==> src/rtl/chlvl_pkg.sv <==
`default_nettype none
package chlvl_pkg;
	// ***************************************************
	// Register map
	// ***************************************************
	localparam logic [7:0] ADDR_SOURCE_CONFIG  = 8'h41;
	localparam logic [7:0] ADDR_VOLUME         = 8'h43;
	localparam logic [7:0] ADDR_GAIN_TRIM      = 8'h44;
	localparam logic [7:0] ADDR_PHASE_DELAY    = 8'h45;
	localparam logic [7:0] RESET_SOURCE_CONFIG = 8'h00;
	localparam logic [7:0] RESET_VOLUME        = 8'hc9;
	localparam logic [7:0] RESET_GAIN_TRIM     = 8'h80;
	localparam logic [7:0] RESET_PHASE_DELAY   = 8'h00;
	// Writable bits of the source register: all but bit 1
	localparam logic [7:0] SOURCE_WRITE_MASK   = 8'hfd;
	localparam logic [7:0] TRIM_WRITE_MASK     = 8'hf0;
	localparam int         SOURCE_LSB          = 5;
	localparam int         TRIM_LSB            = 4;
	localparam logic [1:0] SOURCE_OFF          = 2'h0;
	localparam logic [1:0] SOURCE_MIC          = 2'h2;
	localparam logic [7:0] VOLUME_MUTE         = 8'h00;
	localparam logic [7:0] VOLUME_UNITY        = 8'hc9;
	localparam logic [3:0] TRIM_UNITY          = 4'h8;
	// Gains in tenths of a dB; volume is 5 per code, trim 1 per code
	localparam int         VOLUME_STEP_TENTHS  = 5;
	localparam int         TRIM_STEP_TENTHS    = 1;

	// ***************************************************
	// Carriers
	// ***************************************************
	typedef struct packed {
		logic       write;
		logic       read;
		logic [7:0] addr;
		logic [7:0] wdata;
	} chlvl_req_type;

	typedef struct packed {
		logic              enable;
		logic              mute;
		logic [1:0]        source;
		logic [7:0]        volume;
		logic [3:0]        trim;
		logic [7:0]        delay;
		logic signed [11:0] gain_tenths_db;
	} chlvl_cfg_type;
endpackage : chlvl_pkg
`default_nettype wire

==> src/rtl/chlvl_regs.sv <==
// Function
// - Source select bits 6:5, zero disables input
// - Volume code bits 7:0, zero mutes
// - Code 1 is -100 dB, 2 is -99.5
// - Code 201 unity, 202 is +0.5 dB
// - Code 254 is +26.5, 255 is +27
// - Volume register 0x43 resets to 0xc9
// - Trim bits 7:4, zero is -0.8 dB
// - Trim 8 is 0 dB, 9 is +0.1
// - Trim 14 is +0.6, 15 is +0.7
// - Trim register resets 0x80, low nibble zero
// - Source register 0x41 resets to 0x00
// - Phase register 0x45 resets to 0x00
// - Phase code delays that many modulator cycles
`default_nettype none
module chlvl_regs
	import chlvl_pkg::*;
#(
	parameter int DELAY_DEPTH = 255
)
(
	input  wire logic          clk_i,
	input  wire logic          reset_i,
	input  wire chlvl_req_type req_i,
	input  wire logic          mod_tick_i,
	input  wire logic          mic_data_i,
	output var  logic [7:0]    rdata_o,
	output var  logic          rvalid_o,
	output var  chlvl_cfg_type cfg_o,
	output var  logic          delayed_data_o
);
	// ***************************************************
	// Parameter check
	// ***************************************************
	// Taps are indexed by the 8-bit code, so a longer line is never reached
	if (DELAY_DEPTH < 2 || DELAY_DEPTH > 255)
	begin : g_depth_check
		$error("delay depth out of range");
	end

	// Fields must fit inside their byte
	if (SOURCE_LSB + 2 > 8 || TRIM_LSB + 4 > 8)
	begin : g_field_check
		$error("field position out of range");
	end

	// ***************************************************
	// Interface timing
	// ***************************************************
	// Writes land on the request edge and read back one cycle later.
	// Read data and its flag follow the read edge by one cycle.
	// Settings reach cfg_o one edge after the register changes,
	// so the signal path never sees a half-written byte.
	// Tick and data are taken as synchronous to clk_i; no sync stage.
	// A read and write in one cycle returns the old value.

	// ***************************************************
	// Registers
	// ***************************************************
	logic [7:0] source_config;
	logic [7:0] volume;
	logic [7:0] gain_trim;
	logic [7:0] phase_delay;

	// ***************************************************
	// Request decode
	// ***************************************************
	// Address compare only; the strobes qualify it below
	wire hit_source = req_i.addr == ADDR_SOURCE_CONFIG;
	wire hit_volume = req_i.addr == ADDR_VOLUME;
	wire hit_trim   = req_i.addr == ADDR_GAIN_TRIM;
	wire hit_phase  = req_i.addr == ADDR_PHASE_DELAY;

	// Read-only bits keep their old value, so stray writes cannot set them
	wire [7:0] next_source = (req_i.wdata & SOURCE_WRITE_MASK)
		| (source_config & ~SOURCE_WRITE_MASK);
	wire [7:0] next_trim   = req_i.wdata & TRIM_WRITE_MASK;

	// ***************************************************
	// Write strobes
	// ***************************************************
	// Unmapped writes match no strobe and are dropped
	wire write_source = req_i.write && hit_source;
	wire write_volume = req_i.write && hit_volume;
	wire write_trim   = req_i.write && hit_trim;
	wire write_phase  = req_i.write && hit_phase;

	// Source select and its reserved bits
	always_ff @(posedge clk_i)
	begin
		if (reset_i)
			source_config <= RESET_SOURCE_CONFIG;
		else if (write_source)
			source_config <= next_source;
	end

	// Volume code, full byte
	always_ff @(posedge clk_i)
	begin
		if (reset_i)
			volume <= RESET_VOLUME;
		else if (write_volume)
			volume <= req_i.wdata;
	end

	// Trim code; low nibble never stored
	always_ff @(posedge clk_i)
	begin
		if (reset_i)
			gain_trim <= RESET_GAIN_TRIM;
		else if (write_trim)
			gain_trim <= next_trim;
	end

	// Phase delay code
	always_ff @(posedge clk_i)
	begin
		if (reset_i)
			phase_delay <= RESET_PHASE_DELAY;
		else if (write_phase)
			phase_delay <= req_i.wdata;
	end

	// ***************************************************
	// Read path
	// ***************************************************
	// Unmapped addresses read as zero
	wire [7:0] next_rdata = hit_source ? source_config
		: hit_volume ? volume
		: hit_trim   ? gain_trim
		: hit_phase  ? phase_delay
		: 8'h00;

	wire read_strobe = req_i.read;

	// Answer flag pulses once per accepted read
	always_ff @(posedge clk_i)
	begin
		if (reset_i)
			rvalid_o <= 1'b0;
		else
			rvalid_o <= read_strobe;
	end

	// Data holds between reads so a slow reader still sees it
	always_ff @(posedge clk_i)
	begin
		if (reset_i)
			rdata_o <= 8'h00;
		else if (read_strobe)
			rdata_o <= next_rdata;
	end

	// ***************************************************
	// Decoded settings
	// ***************************************************
	wire [1:0] source_sel = source_config[SOURCE_LSB +: 2];
	wire [3:0] trim_code  = gain_trim[TRIM_LSB +: 4];
	// Volume dB*10 = (code-201)*5; trim dB*10 = code-8
	wire signed [11:0] vol_tenths  = 12'(($signed({4'h0, volume})
		- $signed({4'h0, VOLUME_UNITY})) * VOLUME_STEP_TENTHS);
	wire signed [11:0] trim_tenths = 12'(($signed({8'h00, trim_code})
		- $signed({8'h00, TRIM_UNITY})) * TRIM_STEP_TENTHS);
	// Codes 1 and 3 count as enabled; software must not use them
	wire next_enable = source_sel != SOURCE_OFF;
	wire next_mute   = (volume == VOLUME_MUTE) || !next_enable;

	chlvl_cfg_type next_cfg;
	assign next_cfg.enable         = next_enable;
	assign next_cfg.mute           = next_mute;
	assign next_cfg.source         = source_sel;
	assign next_cfg.volume         = volume;
	assign next_cfg.trim           = trim_code;
	assign next_cfg.delay          = phase_delay;
	assign next_cfg.gain_tenths_db = next_mute ? 12'sh000 : 12'(vol_tenths + trim_tenths);

	// One register stage keeps every output on a flop
	always_ff @(posedge clk_i)
	begin
		if (reset_i)
			cfg_o <= '0;
		else
			cfg_o <= next_cfg;
	end

	// ***************************************************
	// Phase delay line
	// ***************************************************
	// Shift on each modulator tick; tap chosen by code, zero bypasses.
	// A flop chain costs area, but keeps every tap readable in one cycle.
	localparam logic [7:0] LAST_TAP = 8'(DELAY_DEPTH);

	logic [DELAY_DEPTH:1] delay_line;

	always_ff @(posedge clk_i)
	begin
		if (reset_i)
			delay_line <= '0;
		else if (mod_tick_i)
			delay_line <= {delay_line[DELAY_DEPTH-1:1], mic_data_i};
	end

	// Codes past a shortened line fall back to its last tap
	wire [7:0] tap          = (phase_delay > LAST_TAP) ? LAST_TAP : phase_delay;
	wire       tapped_bit   = delay_line[tap];
	wire       next_delayed = !next_enable ? 1'b0
		: (tap == 8'h00) ? mic_data_i
		: tapped_bit;

	// Disabled channel outputs zero rather than stale line contents
	always_ff @(posedge clk_i)
	begin
		if (reset_i)
			delayed_data_o <= 1'b0;
		else
			delayed_data_o <= next_delayed;
	end
endmodule : chlvl_regs
`default_nettype wire

==> config.mk <==
export PLATFORM = sky130hd
export DESIGN_NAME = chlvl_regs
export DESIGN_NICKNAME = d
export VERILOG_FILES = /design/src/rtl/chlvl_pkg.sv /design/src/rtl/chlvl_regs.sv
export SDC_FILE = /design/constraint.sdc
export NUM_CORES = 1
export LEC_CHECK = 0
export BUFFER_PORTS_ARGS = -buffer_cell sky130_fd_sc_hd__buf_2
export CORE_MARGIN = 2
export CORE_UTILIZATION = 38
export CTS_CLUSTER_SIZE = 28
export DETAILED_ROUTE_END_ITERATION = 8
export PLACE_DENSITY = 0.59
export SLEW_MARGIN = 0
export SYNTH_ARGS = -nofsm -noshare
export SYNTH_HDL_FRONTEND = slang
export SYNTH_SLANG_ARGS = --single-unit
==> constraint.sdc <==
create_clock -name clk_i -period 4.72 [get_ports clk_i]
set_input_delay 0.708 -clock clk_i [delete_from_list [all_inputs] [get_ports clk_i]]
set_output_delay 0.708 -clock clk_i [all_outputs]
set_load 0.01 [all_outputs]
==> run_results.csv, run 1 <==
group,metric,value,unit
finish,areaGrowthSynthToFinish,12.62,%
hold_path,hp-start,"source_config[0]",
global_routing,overflow,0,
floorplan,fp.dieH,199.7,um
sta,slew_violations,0,
detailed_routing,wl_per_cell,16.19,um
cts,cts.sink_count,328,
yosys,syn_area_per_cell,10.29,um^2
yosys,synth.area.top_cells,"dfxtp_1, mux2i_1, nor2_1, mux4_2, mux4_1",
cts,ctsHoldBuffers,0,
power_and_ir_drop,peakVddDrop,207.6,uV
sta,setup_viol,0,
yosys,yosys_warnings,0,
detailed_routing,drt_iter0_markers,723,
setup_path,cp_slowest_cell,"fa_1",
outcome,outcome,"completed",
sta,worst_slew_pin_slew,1040,ps
setup_path,cp-end-kind,"flop",
detailed_routing,ant_nets,0,
placement,pre_cts_ws,1081,ps
sta,setup_slack,1077,ps
global_routing,antenna_found_initial,0,
cts,max-clock-path-buffers,3,
cts,postCtsSetupBuffers,0,
yosys,ys_ff_latch,328,
global_routing,grt_pass1_vias,9496,
finish,fillers,3657,
yosys,synth_top_area_frac,0.4514,
floorplan,num_rows,71,
global_routing,grt_max_degree,168,
sta,finalCritPeriodShare,0.7719,
detailed_routing,drc,0,
placement,dp_hpwl,20100,um
sta,fmax,274.5,MHz
global_routing,grt_pass1_wl,51510,um
setup_path,arrival,4050,ps
cts,worstSkewPairLatency,530,ps
sta,worst_clock_skew,23.04,ps
setup_path,crit_chain,"inv_1, ha_1, inv_1, o21ai_0, xor2_1, ha_1, inv_1, fa_1, inv_1, ha_1, a21oi_1, o21bai_1, a2111o_1, a41oi_1, xnor2_1, nor2_1",
setup_path,crit_required,5130,ps
floorplan,core-area,37670,um^2
setup_path,reg2reg_from,"volume[0]",
cts,numCtsBuffers,37,
sta,setup_tns,0,ps
yosys,synthCells,1414,
sta,max_slew_margin,0.3069,
yosys,synth_top_flop_cell,"dfxtp_1",
power_and_ir_drop,leakage,7.002,nW
placement,postPlaceCellArea,15200,um^2
detailed_routing,wl,31770,um
yosys,netlist_area,14550,um^2
placement,gp_congestion,0.8110,
finish,fin_area,16380,um^2
global_routing,grt_usage,0.1618,
detailed_routing,first_pass_iters,5,
hold_path,min_path_type,"reg -> reg",
yosys,synth_async_sr_flop_share,0,
placement,io_buffers,67,
detailed_routing,vias,10035,
cts,cts_root_buffer,"clkbuf_16",
setup_path,startpoint,"volume[0]",
setup_path,crit_path_frequent_cell,"inv_1",
floorplan,initial_core_util,0.3862,
cts,ctsResizeCount,0,
setup_path,crit_path_start_kind,"flop",
finish,layout-drive-gt1-share,0.1198,
floorplan,die_w,199.7,um
sta,hold_viol_final,0,
setup_path,slowest_delay,500,ps
yosys,yosysUniqueCellTypes,58,
yosys,syn_nets,1468,
setup_path,critPathMaxFanout,5,
job,maxCapViolations,0,
cts,htree_levels,2,
floorplan,dieArea,39860,um^2
finish,final_nets,1485,
cts,clk_pin_slew_worst_paths,50,ps
yosys,synth_edf_count,0,
power_and_ir_drop,p_per_area,352.1,nW/um^2
setup_path,crit_type,"reg -> reg",
sta,rsz0062_at_grt,"no",
floorplan,num_io_pins,68,
yosys,yosys.area.top_type,"dfxtp_1",
yosys,yosysSeqAreaShare,0.4514,
sta,fin_crit,3643,ps
cts,cts_tree,"built",
detailed_routing,vias_per_cell,5.112,
finish,n_antenna_cell,0,
sta,holdWs,461.8,ps
finish,final_util,0.4349,
## flip-flops by register name, summed over array words and instances (netlist names)
register / cells
rvalid_o: 1
volume: 8
delay_line: 255
rdata_o: 8
phase_delay: 8
source_config: 7
cfg_o: 36
gain_trim: 4
delayed_data_o: 1
## cells by family (layout without fill, tap and decap cells)
logic type,after synthesis,in the layout,synth area share
AO/OA/AOI/OAI,114,114,0.05651
XOR/XNOR,16,16,0.009634
adder cells (fa/ha/maj),32,32,0.03165
buffers and inverters,147,185,0.04636
flip-flops,328,328,0.4514
multiplexers,348,348,0.2818
AND/OR/NAND/NOR,429,429,0.1227
## per-stage QoR
step                instances  power, W
floorplan                1414  0.002995
global placement         1903  0.003040
detailed placement       1903  0.003040
CTS                      1963  0.005854
global route             1963  0.005974
finish                   1963  0.005769
## cell usage in the layout, fill, tap and decap left out, types with 9 or more instances in the layout
cell / instances
dfxtp_1: 326
nor2_1: 300
mux2i_1: 300
buf_2: 65
inv_1: 42
nand2_1: 40
clkbuf_16: 38
nand3_1: 35
a21oi_1: 33
mux4_2: 28
ha_1: 24
a221oi_1: 19
nor2b_1: 18
mux4_1: 16
nor3_1: 13
a22oi_1: 12
buf_4: 12
o21ai_0: 9
## routing by layer
| metal | share of wire | track usage |
|---|---|---|
| met3 | 0.052 | 0.02785 |
| met2 | 0.45 | 0.2644 |
| met1 | 0.48 | 0.2209 |
| met4 | 0.016 | 0.04225 |
| met5 | 0 | 0 |
## synthesized netlist by cell type (all sizes together) (4+ instances only)
cell type  count
fa             8
mux2           4
nand3         35
a221oi        21
nor3          13
clkbuf        54
mux4          44
nor2b         18
mux2i        300
a21oi         33
and3           5
dfxtp        328
nand2         40
ha            24
inv           42
buf           51
xor2           8
xnor2          8
nor2         300
o21ai          9
a22oi         12
a21o           5
a211oi         8
## final cells by class
| class | count | area [um^2] | share of cell area |
|---|---|---|---|
| Multi-Input combinational cell | 939 | 7306 | 0.4460 |
| Sequential cell | 328 | 6571 | 0.4011 |
| Clock buffer | 54 | 1091 | 0.06660 |
| Tap cell | 511 | 639.4 | 0.03903 |
| Timing Repair Buffer | 83 | 525.5 | 0.03208 |
| Inverter | 42 | 157.7 | 0.009623 |
| Clock inverter | 6 | 91.34 | 0.005575 |
## worst paths after layout
check | to | slack (ps) | cells after the start
setup reg to reg | cfg_o[11] | 1080 | 16
hold / removal | source_config[0] | 460 | 2
hold reg to reg | source_config[0] | 460 | 2
setup / recovery | cfg_o[11] | 1080 | 16
## critical path, delay by kind of cell (launching register included)
family | cells | cell delay [ps]
xor+xnor | 2 | 280
compound gates | 5 | 1260
flops | 1 | 340
simple gates | 1 | 50
fa+ha+maj | 4 | 1310
buf+inv | 4 | 280
## power breakdown
| part | switching (W) | total (W) | internal [W] |
|---|---|---|---|
| logic | 0.000126 | 0.000198 | 0.0000723 |
| registers | 0.00000420 | 0.00278 | 0.00278 |
| clock network | 0.00109 | 0.00279 | 0.00170 |
Note: power is estimated with default switching activity, not from simulation.
==> run 2: changes to the inputs <==
--- a/config.mk
+++ b/config.mk
@@ -10,7 +10,7 @@
 export CORE_UTILIZATION = 38
 export CTS_CLUSTER_SIZE = 28
 export DETAILED_ROUTE_END_ITERATION = 8
-export PLACE_DENSITY = 0.59
+export PLACE_DENSITY = 0.61
 export SLEW_MARGIN = 0
 export SYNTH_ARGS = -nofsm -noshare
 export SYNTH_HDL_FRONTEND = slang
==> constraint.sdc (replaced) <==
create_clock -name clk_i -period 3.2 [get_ports clk_i]
set_input_delay 0.48 -clock clk_i [delete_from_list [all_inputs] [get_ports clk_i]]
set_output_delay 0.48 -clock clk_i [all_outputs]
set_load 0.01 [all_outputs]
==> run 2 against run 1 <==
The run now ends with negative setup slack left. Global-route usage rose by 0.18 points. Combinational power rose by 52%. Cell count rose by 2.5%. Sequential power rose by 47%. Die area did not move. Final area rose by 3.3%. Clock skew fell by 5.8 ps. Flip-flop and latch count did not move. Fmax rose by 12%. Sequential share of layout area fell by 1.2 points. First-iteration DRC count fell by 8.9%.
==> run_results.csv, run 2 (synthesis results as in run 1) <==
group,metric,value,unit
outcome,outcome,"finished with violations",
outcome,violations,"negative setup slack",
sta,hold_viol_final,0,
floorplan,die_w,199.7,um
cts,worstSkewPairLatency,530,ps
sta,setup_slack,-58.64,ps
floorplan,num_io_pins,68,
finish,final_common_cell,"dfxtp_1",
cts,numCtsBuffers,37,
finish,most-common-layout-cells,"dfxtp_1, mux2i_1, nor2_1",
sta,slew_violations,0,
sta,fin_crit,3259,ps
finish,layout-drive-gt1-share,0.1739,
job,maxCapViolations,0,
detailed_routing,first_pass_iters,5,
cts,ctsHoldBuffers,0,
floorplan,dieArea,39860,um^2
sta,rsz0062_at_grt,"yes",
detailed_routing,vias_per_cell,5.049,
sta,max_slew_margin,0.4819,
cts,htree_levels,2,
setup_path,crit_required,3600,ps
setup_path,critPathMaxFanout,4,
sta,setup_tns,-58.64,ps
hold_path,min_path_type,"in -> reg",
sta,holdWs,236.6,ps
floorplan,num_rows,71,
setup_path,crit_path_start_kind,"flop",
floorplan,core-area,37670,um^2
cts,clk_pin_slew_worst_paths,60,ps
setup_path,slowest_delay,420,ps
finish,final_util,0.4492,
finish,regMostFlops,"delay_line",
sta,finalCritPeriodShare,1.018,
cts,max-clock-path-buffers,3,
placement,gp_congestion,0.7942,
finish,ff_latch_area,6580,um^2
finish,final_nets,1531,
setup_path,crit_type,"reg -> reg",
cts,cts_root_buffer,"clkbuf_16",
finish,top_regs,"delay_line x255, cfg_o x36",
finish,n_antenna_cell,0,
finish,areaGrowthSynthToFinish,16.33,%
setup_path,cp_slowest_cell,"fa_1",
global_routing,overflow,0,
sta,fmax,306.9,MHz
global_routing,grt_usage,0.1636,
finish,fillers,3598,
global_routing,grt_pass1_wl,52500,um
floorplan,initial_core_util,0.3862,
detailed_routing,drc,0,
sta,worst_slew_pin_slew,777.2,ps
detailed_routing,vias,10159,
setup_path,crit_chain,"o31a_1, nor2_2, ha_1, inv_2, fa_1, inv_2, ha_4, a21o_1, a21oi_4, o21bai_2, a2111o_1, a41oi_2, xnor2_1, nor2_1",
detailed_routing,drt_iter0_markers,659,
power_and_ir_drop,peakVddDrop,269.3,uV
finish,multi_input_area,7470,um^2
cts,cts_tree,"built",
detailed_routing,wl_per_cell,15.96,um
detailed_routing,wl,32110,um
global_routing,grt_pass1_vias,9981,
global_routing,grt_max_degree,173,
floorplan,fp.dieH,199.7,um
placement,io_buffers,67,
sta,worst_clock_skew,17.26,ps
finish,largest_reg_flops,255,
power_and_ir_drop,finalPower,0.008518,W
placement,dp_hpwl,21040,um
sta,setup_viol,1,
setup_path,cp-end-kind,"flop",
cts,cts.sink_count,328,
global_routing,antenna_found_initial,0,
setup_path,arrival,3660,ps
detailed_routing,ant_nets,0,
power_and_ir_drop,leakage,7.244,nW
power_and_ir_drop,p_per_area,503.4,nW/um^2
setup_path,crit_path_frequent_cell,"inv_2",
placement,pre_cts_ws,-119.8,ps
run 2: per-layer routing:
metal / share of wire / GRT usage / vias to the layer above
met4: 0.023 / 0.04883 / 0
met3: 0.047 / 0.03055 / 53
li1: - / - / 5075
met5: 0 / 0 / -
met1: 0.48 / 0.2228 / 4846
met2: 0.45 / 0.2634 / 185
run 2: final timing paths:
| check | slack, ps | end | depth (start not counted) | startpoint |
|---|---|---|---|---|
| worst max-delay path | -60 | cfg_o[11] | 14 | volume[0] |
| worst max register to register | -60 | cfg_o[11] | 14 | volume[0] |
| worst min register to register | 460 | source_config[2] | 2 | source_config[2] |
| worst min-delay path | 240 | phase_delay[1] | 3 | req_i[1] |
run 2: worst max-delay path: cells and delay by family (launching register included):
kind                     cells  cell delay [ps]
flip-flops                   1              370
AO/OA/AOI/OAI                6             1410
buffers and inverters        2              140
AND/OR/NAND/NOR              2              200
XOR/XNOR                     1              130
adder cells (fa/ha/maj)      3              890
run 2: where the power goes:
part | switching, W | internal [W]
clock | 0.00167 | 0.00245
sequential | 0.00000577 | 0.00409
combinational | 0.000190 | 0.000110
total | 0.00187 | 0.00665
run 2: final cells by class:
cell class	count	share of cell area
Multi-Input combinational cell	939	0.4414
Sequential cell	328	0.3889
Clock buffer	52	0.06396
Timing Repair Buffer	129	0.05169
Tap cell	511	0.03778
Inverter	42	0.009613
Clock inverter	11	0.006655
run 2: timing repair:
| action | CTS | global route |
|---|---|---|
| setup buffers | 1 | 0 |
| setup endpoints to repair | 3 | 4 |
| endpoints found under the hold margin | 0 | 0 |
| pin swaps | 8 | 13 |
| resized for setup | 13 | 25 |
run 2: through the flow:
stage	instances	instance area, um^2
detailed placement	1948	15560
global placement	1948	15560
finish	2012	16920
global route	2012	16920
CTS	2012	16820
floorplan	1414	14570
==> run 3: changes to the inputs <==
--- a/config.mk
+++ b/config.mk
@@ -5,7 +5,7 @@
 export SDC_FILE = /design/constraint.sdc
 export NUM_CORES = 1
 export LEC_CHECK = 0
-export BUFFER_PORTS_ARGS = -buffer_cell sky130_fd_sc_hd__buf_2
+export BUFFER_PORTS_ARGS = -buffer_cell sky130_fd_sc_hd__buf_4
 export CORE_MARGIN = 2
 export CORE_UTILIZATION = 38
 export CTS_CLUSTER_SIZE = 28
==> constraint.sdc (replaced) <==
create_clock -name clk_i -period 3.2 [get_ports clk_i]
set_input_delay 0.48 -clock clk_i [delete_from_list [all_inputs] [get_ports clk_i]]
set_output_delay 0.48 -clock clk_i [all_outputs]
set_load 0.005 [all_outputs]
==> run 3 against run 2 <==
The flow still finishes with violations (negative setup slack). Die area is the same. Setup slack improved by 51 ps. Sequential share of layout area fell by 0.53 points. Non-clock buffer count shrank 5. Final area increased by 1.3%. Fmax is 1.6% higher. Critical path depth did not move. Worst hold slack got worse by 3.3 ps. Critical path type unchanged. Combinational power increased by 2%.
==> run_results.csv, run 3 (synthesis results as in run 1) <==
group,metric,value,unit
detailed_routing,first_pass_iters,5,
sta,holdWs,233.3,ps
detailed_routing,wl,32080,um
detailed_routing,vias_per_cell,5.066,
floorplan,fp.dieH,199.7,um
floorplan,die_w,199.7,um
sta,rsz0062_at_grt,"yes",
cts,numCtsBuffers,37,
sta,worst_clock_skew,33.04,ps
global_routing,overflow,0,
detailed_routing,drt_iter0_markers,626,
global_routing,grt_pass1_vias,9982,
sta,fin_crit,3207,ps
global_routing,antenna_found_initial,0,
sta,finalCritPeriodShare,1.002,
sta,max_slew_margin,0.2186,
finish,largest_reg_flops,255,
finish,top_regs,"delay_line x255, cfg_o x36",
placement,io_buffers,67,
floorplan,num_io_pins,68,
setup_path,crit_required,3590,ps
hold_path,hp-start,"req_i[5]",
power_and_ir_drop,clockPowerShare,0.507,
cts,htree_levels,2,
cts,clk_pin_slew_worst_paths,60,ps
outcome,outcome,"finished with violations",
power_and_ir_drop,p_per_area,521.4,nW/um^2
detailed_routing,wl_per_cell,15.96,um
floorplan,core-area,37670,um^2
setup_path,r2r-end,"cfg_o[11]",
cts,cts_root_buffer,"clkbuf_16",
sta,setup_slack,-7.406,ps
floorplan,dieArea,39860,um^2
power_and_ir_drop,leakage,7.309,nW
hold_path,min_path_type,"in -> reg",
power_and_ir_drop,peakVddDrop,284.1,uV
outcome,violations,"negative setup slack",
global_routing,grt_usage,0.1634,
setup_path,r2r_cells,14,
sta,slew_violations,0,
finish,final_nets,1526,
setup_path,crit_path_start_kind,"flop",
floorplan,num_rows,71,
setup_path,slowest_delay,490,ps
placement,dp_hpwl,20910,um
setup_path,ff2ff_setup_slack,-7,ps
setup_path,arrival,3600,ps
hold_path,holdPathStages,3,
sta,fmax,311.8,MHz
global_routing,grt_pass1_wl,52800,um
cts,cts.sink_count,328,
detailed_routing,vias,10182,
power_and_ir_drop,switching_power,0.001867,W
setup_path,crit_type,"reg -> reg",
placement,gp_congestion,0.8481,
global_routing,grt_max_degree,146,
detailed_routing,ant_nets,0,
placement,pre_cts_ws,-124.2,ps
sta,setup_tns,-7.406,ps
finish,n_antenna_cell,0,
floorplan,initial_core_util,0.3862,
finish,most-common-layout-cells,"dfxtp_1, mux2i_1, nor2_1",
job,maxCapViolations,0,
cts,max-clock-path-buffers,3,
setup_path,reg2reg_from,"volume[0]",
power_and_ir_drop,p_comb_frac,0.034,
setup_path,cp_slowest_cell,"fa_1",
sta,worst_slew_pin_slew,1168,ps
finish,regMostFlops,"delay_line",
power_and_ir_drop,finalPower,0.008938,W
finish,fillers,3580,
cts,cts_tree,"built",
finish,final_util,0.4551,
power_and_ir_drop,power_frac_seq,0.459,
setup_path,critPathMaxFanout,4,
sta,hold_viol_final,0,
finish,layout-drive-gt1-share,0.1668,
power_and_ir_drop,switching_share,0.2089,
power_and_ir_drop,p_int,0.007071,W
cts,worstSkewPairLatency,520,ps
finish,areaGrowthSynthToFinish,17.85,%
sta,setup_viol,1,
finish,final_common_cell,"dfxtp_1",
setup_path,cp-end-kind,"flop",
detailed_routing,drc,0,
setup_path,crit_chain,"nor4_2, nor2_2, ha_1, inv_1, fa_1, inv_2, ha_4, a21o_1, a21oi_4, o21bai_2, a2111o_1, a41oi_2, xnor2_1, nor2_1",
hold_path,holdPathEnd,"gain_trim[5]",
-- run 3: cell count changes in the layout (fill, tap and decap cells not counted), sizes merged --
cell      delta
bufinv       +4
inv          -1
clkinvlp     +2
buf          -5
clkinv       -2
-- run 3: layout make-up --
class	count	area (um^2)	area share
Sequential cell	328	6575	0.3835
Clock buffer	52	1125	0.06562
Multi-Input combinational cell	939	7417	0.4327
Tap cell	511	639.4	0.03730
Timing Repair Buffer	124	1021	0.05956
Clock inverter	14	207.7	0.01212
Inverter	42	157.7	0.009196
-- run 3: worst max-delay path: cells and delay by family, from the launching register on --
family | cells | cell delay (ps)
simple gates | 3 | 460
flops | 1 | 340
buf+inv | 2 | 100
xor+xnor | 1 | 140
compound gates | 5 | 1030
fa+ha+maj | 3 | 1010
-- run 3: routing by layer --
metal	track usage	vias up	part of all wire
met5	0	-	0
met4	0.05652	0	0.029
met3	0.02515	63	0.037
met2	0.2653	180	0.45
met1	0.2211	4882	0.48
li1	-	5057	-
-- run 3: repair_timing --
item / in CTS / in global routing
hold buffers: 0 / 0
pin swaps: 11 / 3
setup endpoints to repair: 4 / 4
resized for setup: 16 / 5
buffers inserted: 1 / 1
hold endpoints to repair: 0 / 0
-- run 3: stage by stage --
stage,instance area (um^2),cells
global placement,15700,1942
CTS,17110,2009
floorplan,14570,1414
global route,17140,2010
finish,17140,2010
detailed placement,15700,1942
-- run 3: how the worst max path moves through the flow --
stage | from | to | slack [ps]
2_1_floorplan | volume[1] | cfg_o[10] | 10
3_3_place_gp | volume[1] | cfg_o[11] | -80
3_5_place_dp | volume[1] | cfg_o[11] | -120
4_1_cts | volume[2] | cfg_o[11] | -10
5_1_grt | volume[0] | cfg_o[11] | -170
6_report | volume[0] | cfg_o[11] | -7
-- run 3: power by group through the flow --
| stage | clock network, W | logic [W] | registers, W |
|---|---|---|---|
| 3_5_place_dp | 0 | 0.000305 | 0.00419 |
| 6_report | 0.00453 | 0.000305 | 0.00410 |
| 3_3_place_gp | 0 | 0.000305 | 0.00419 |
| 5_1_grt | 0.00482 | 0.000328 | 0.00410 |
| 4_1_cts | 0.00464 | 0.000307 | 0.00410 |
| 2_1_floorplan | 0 | 0.000222 | 0.00419 |
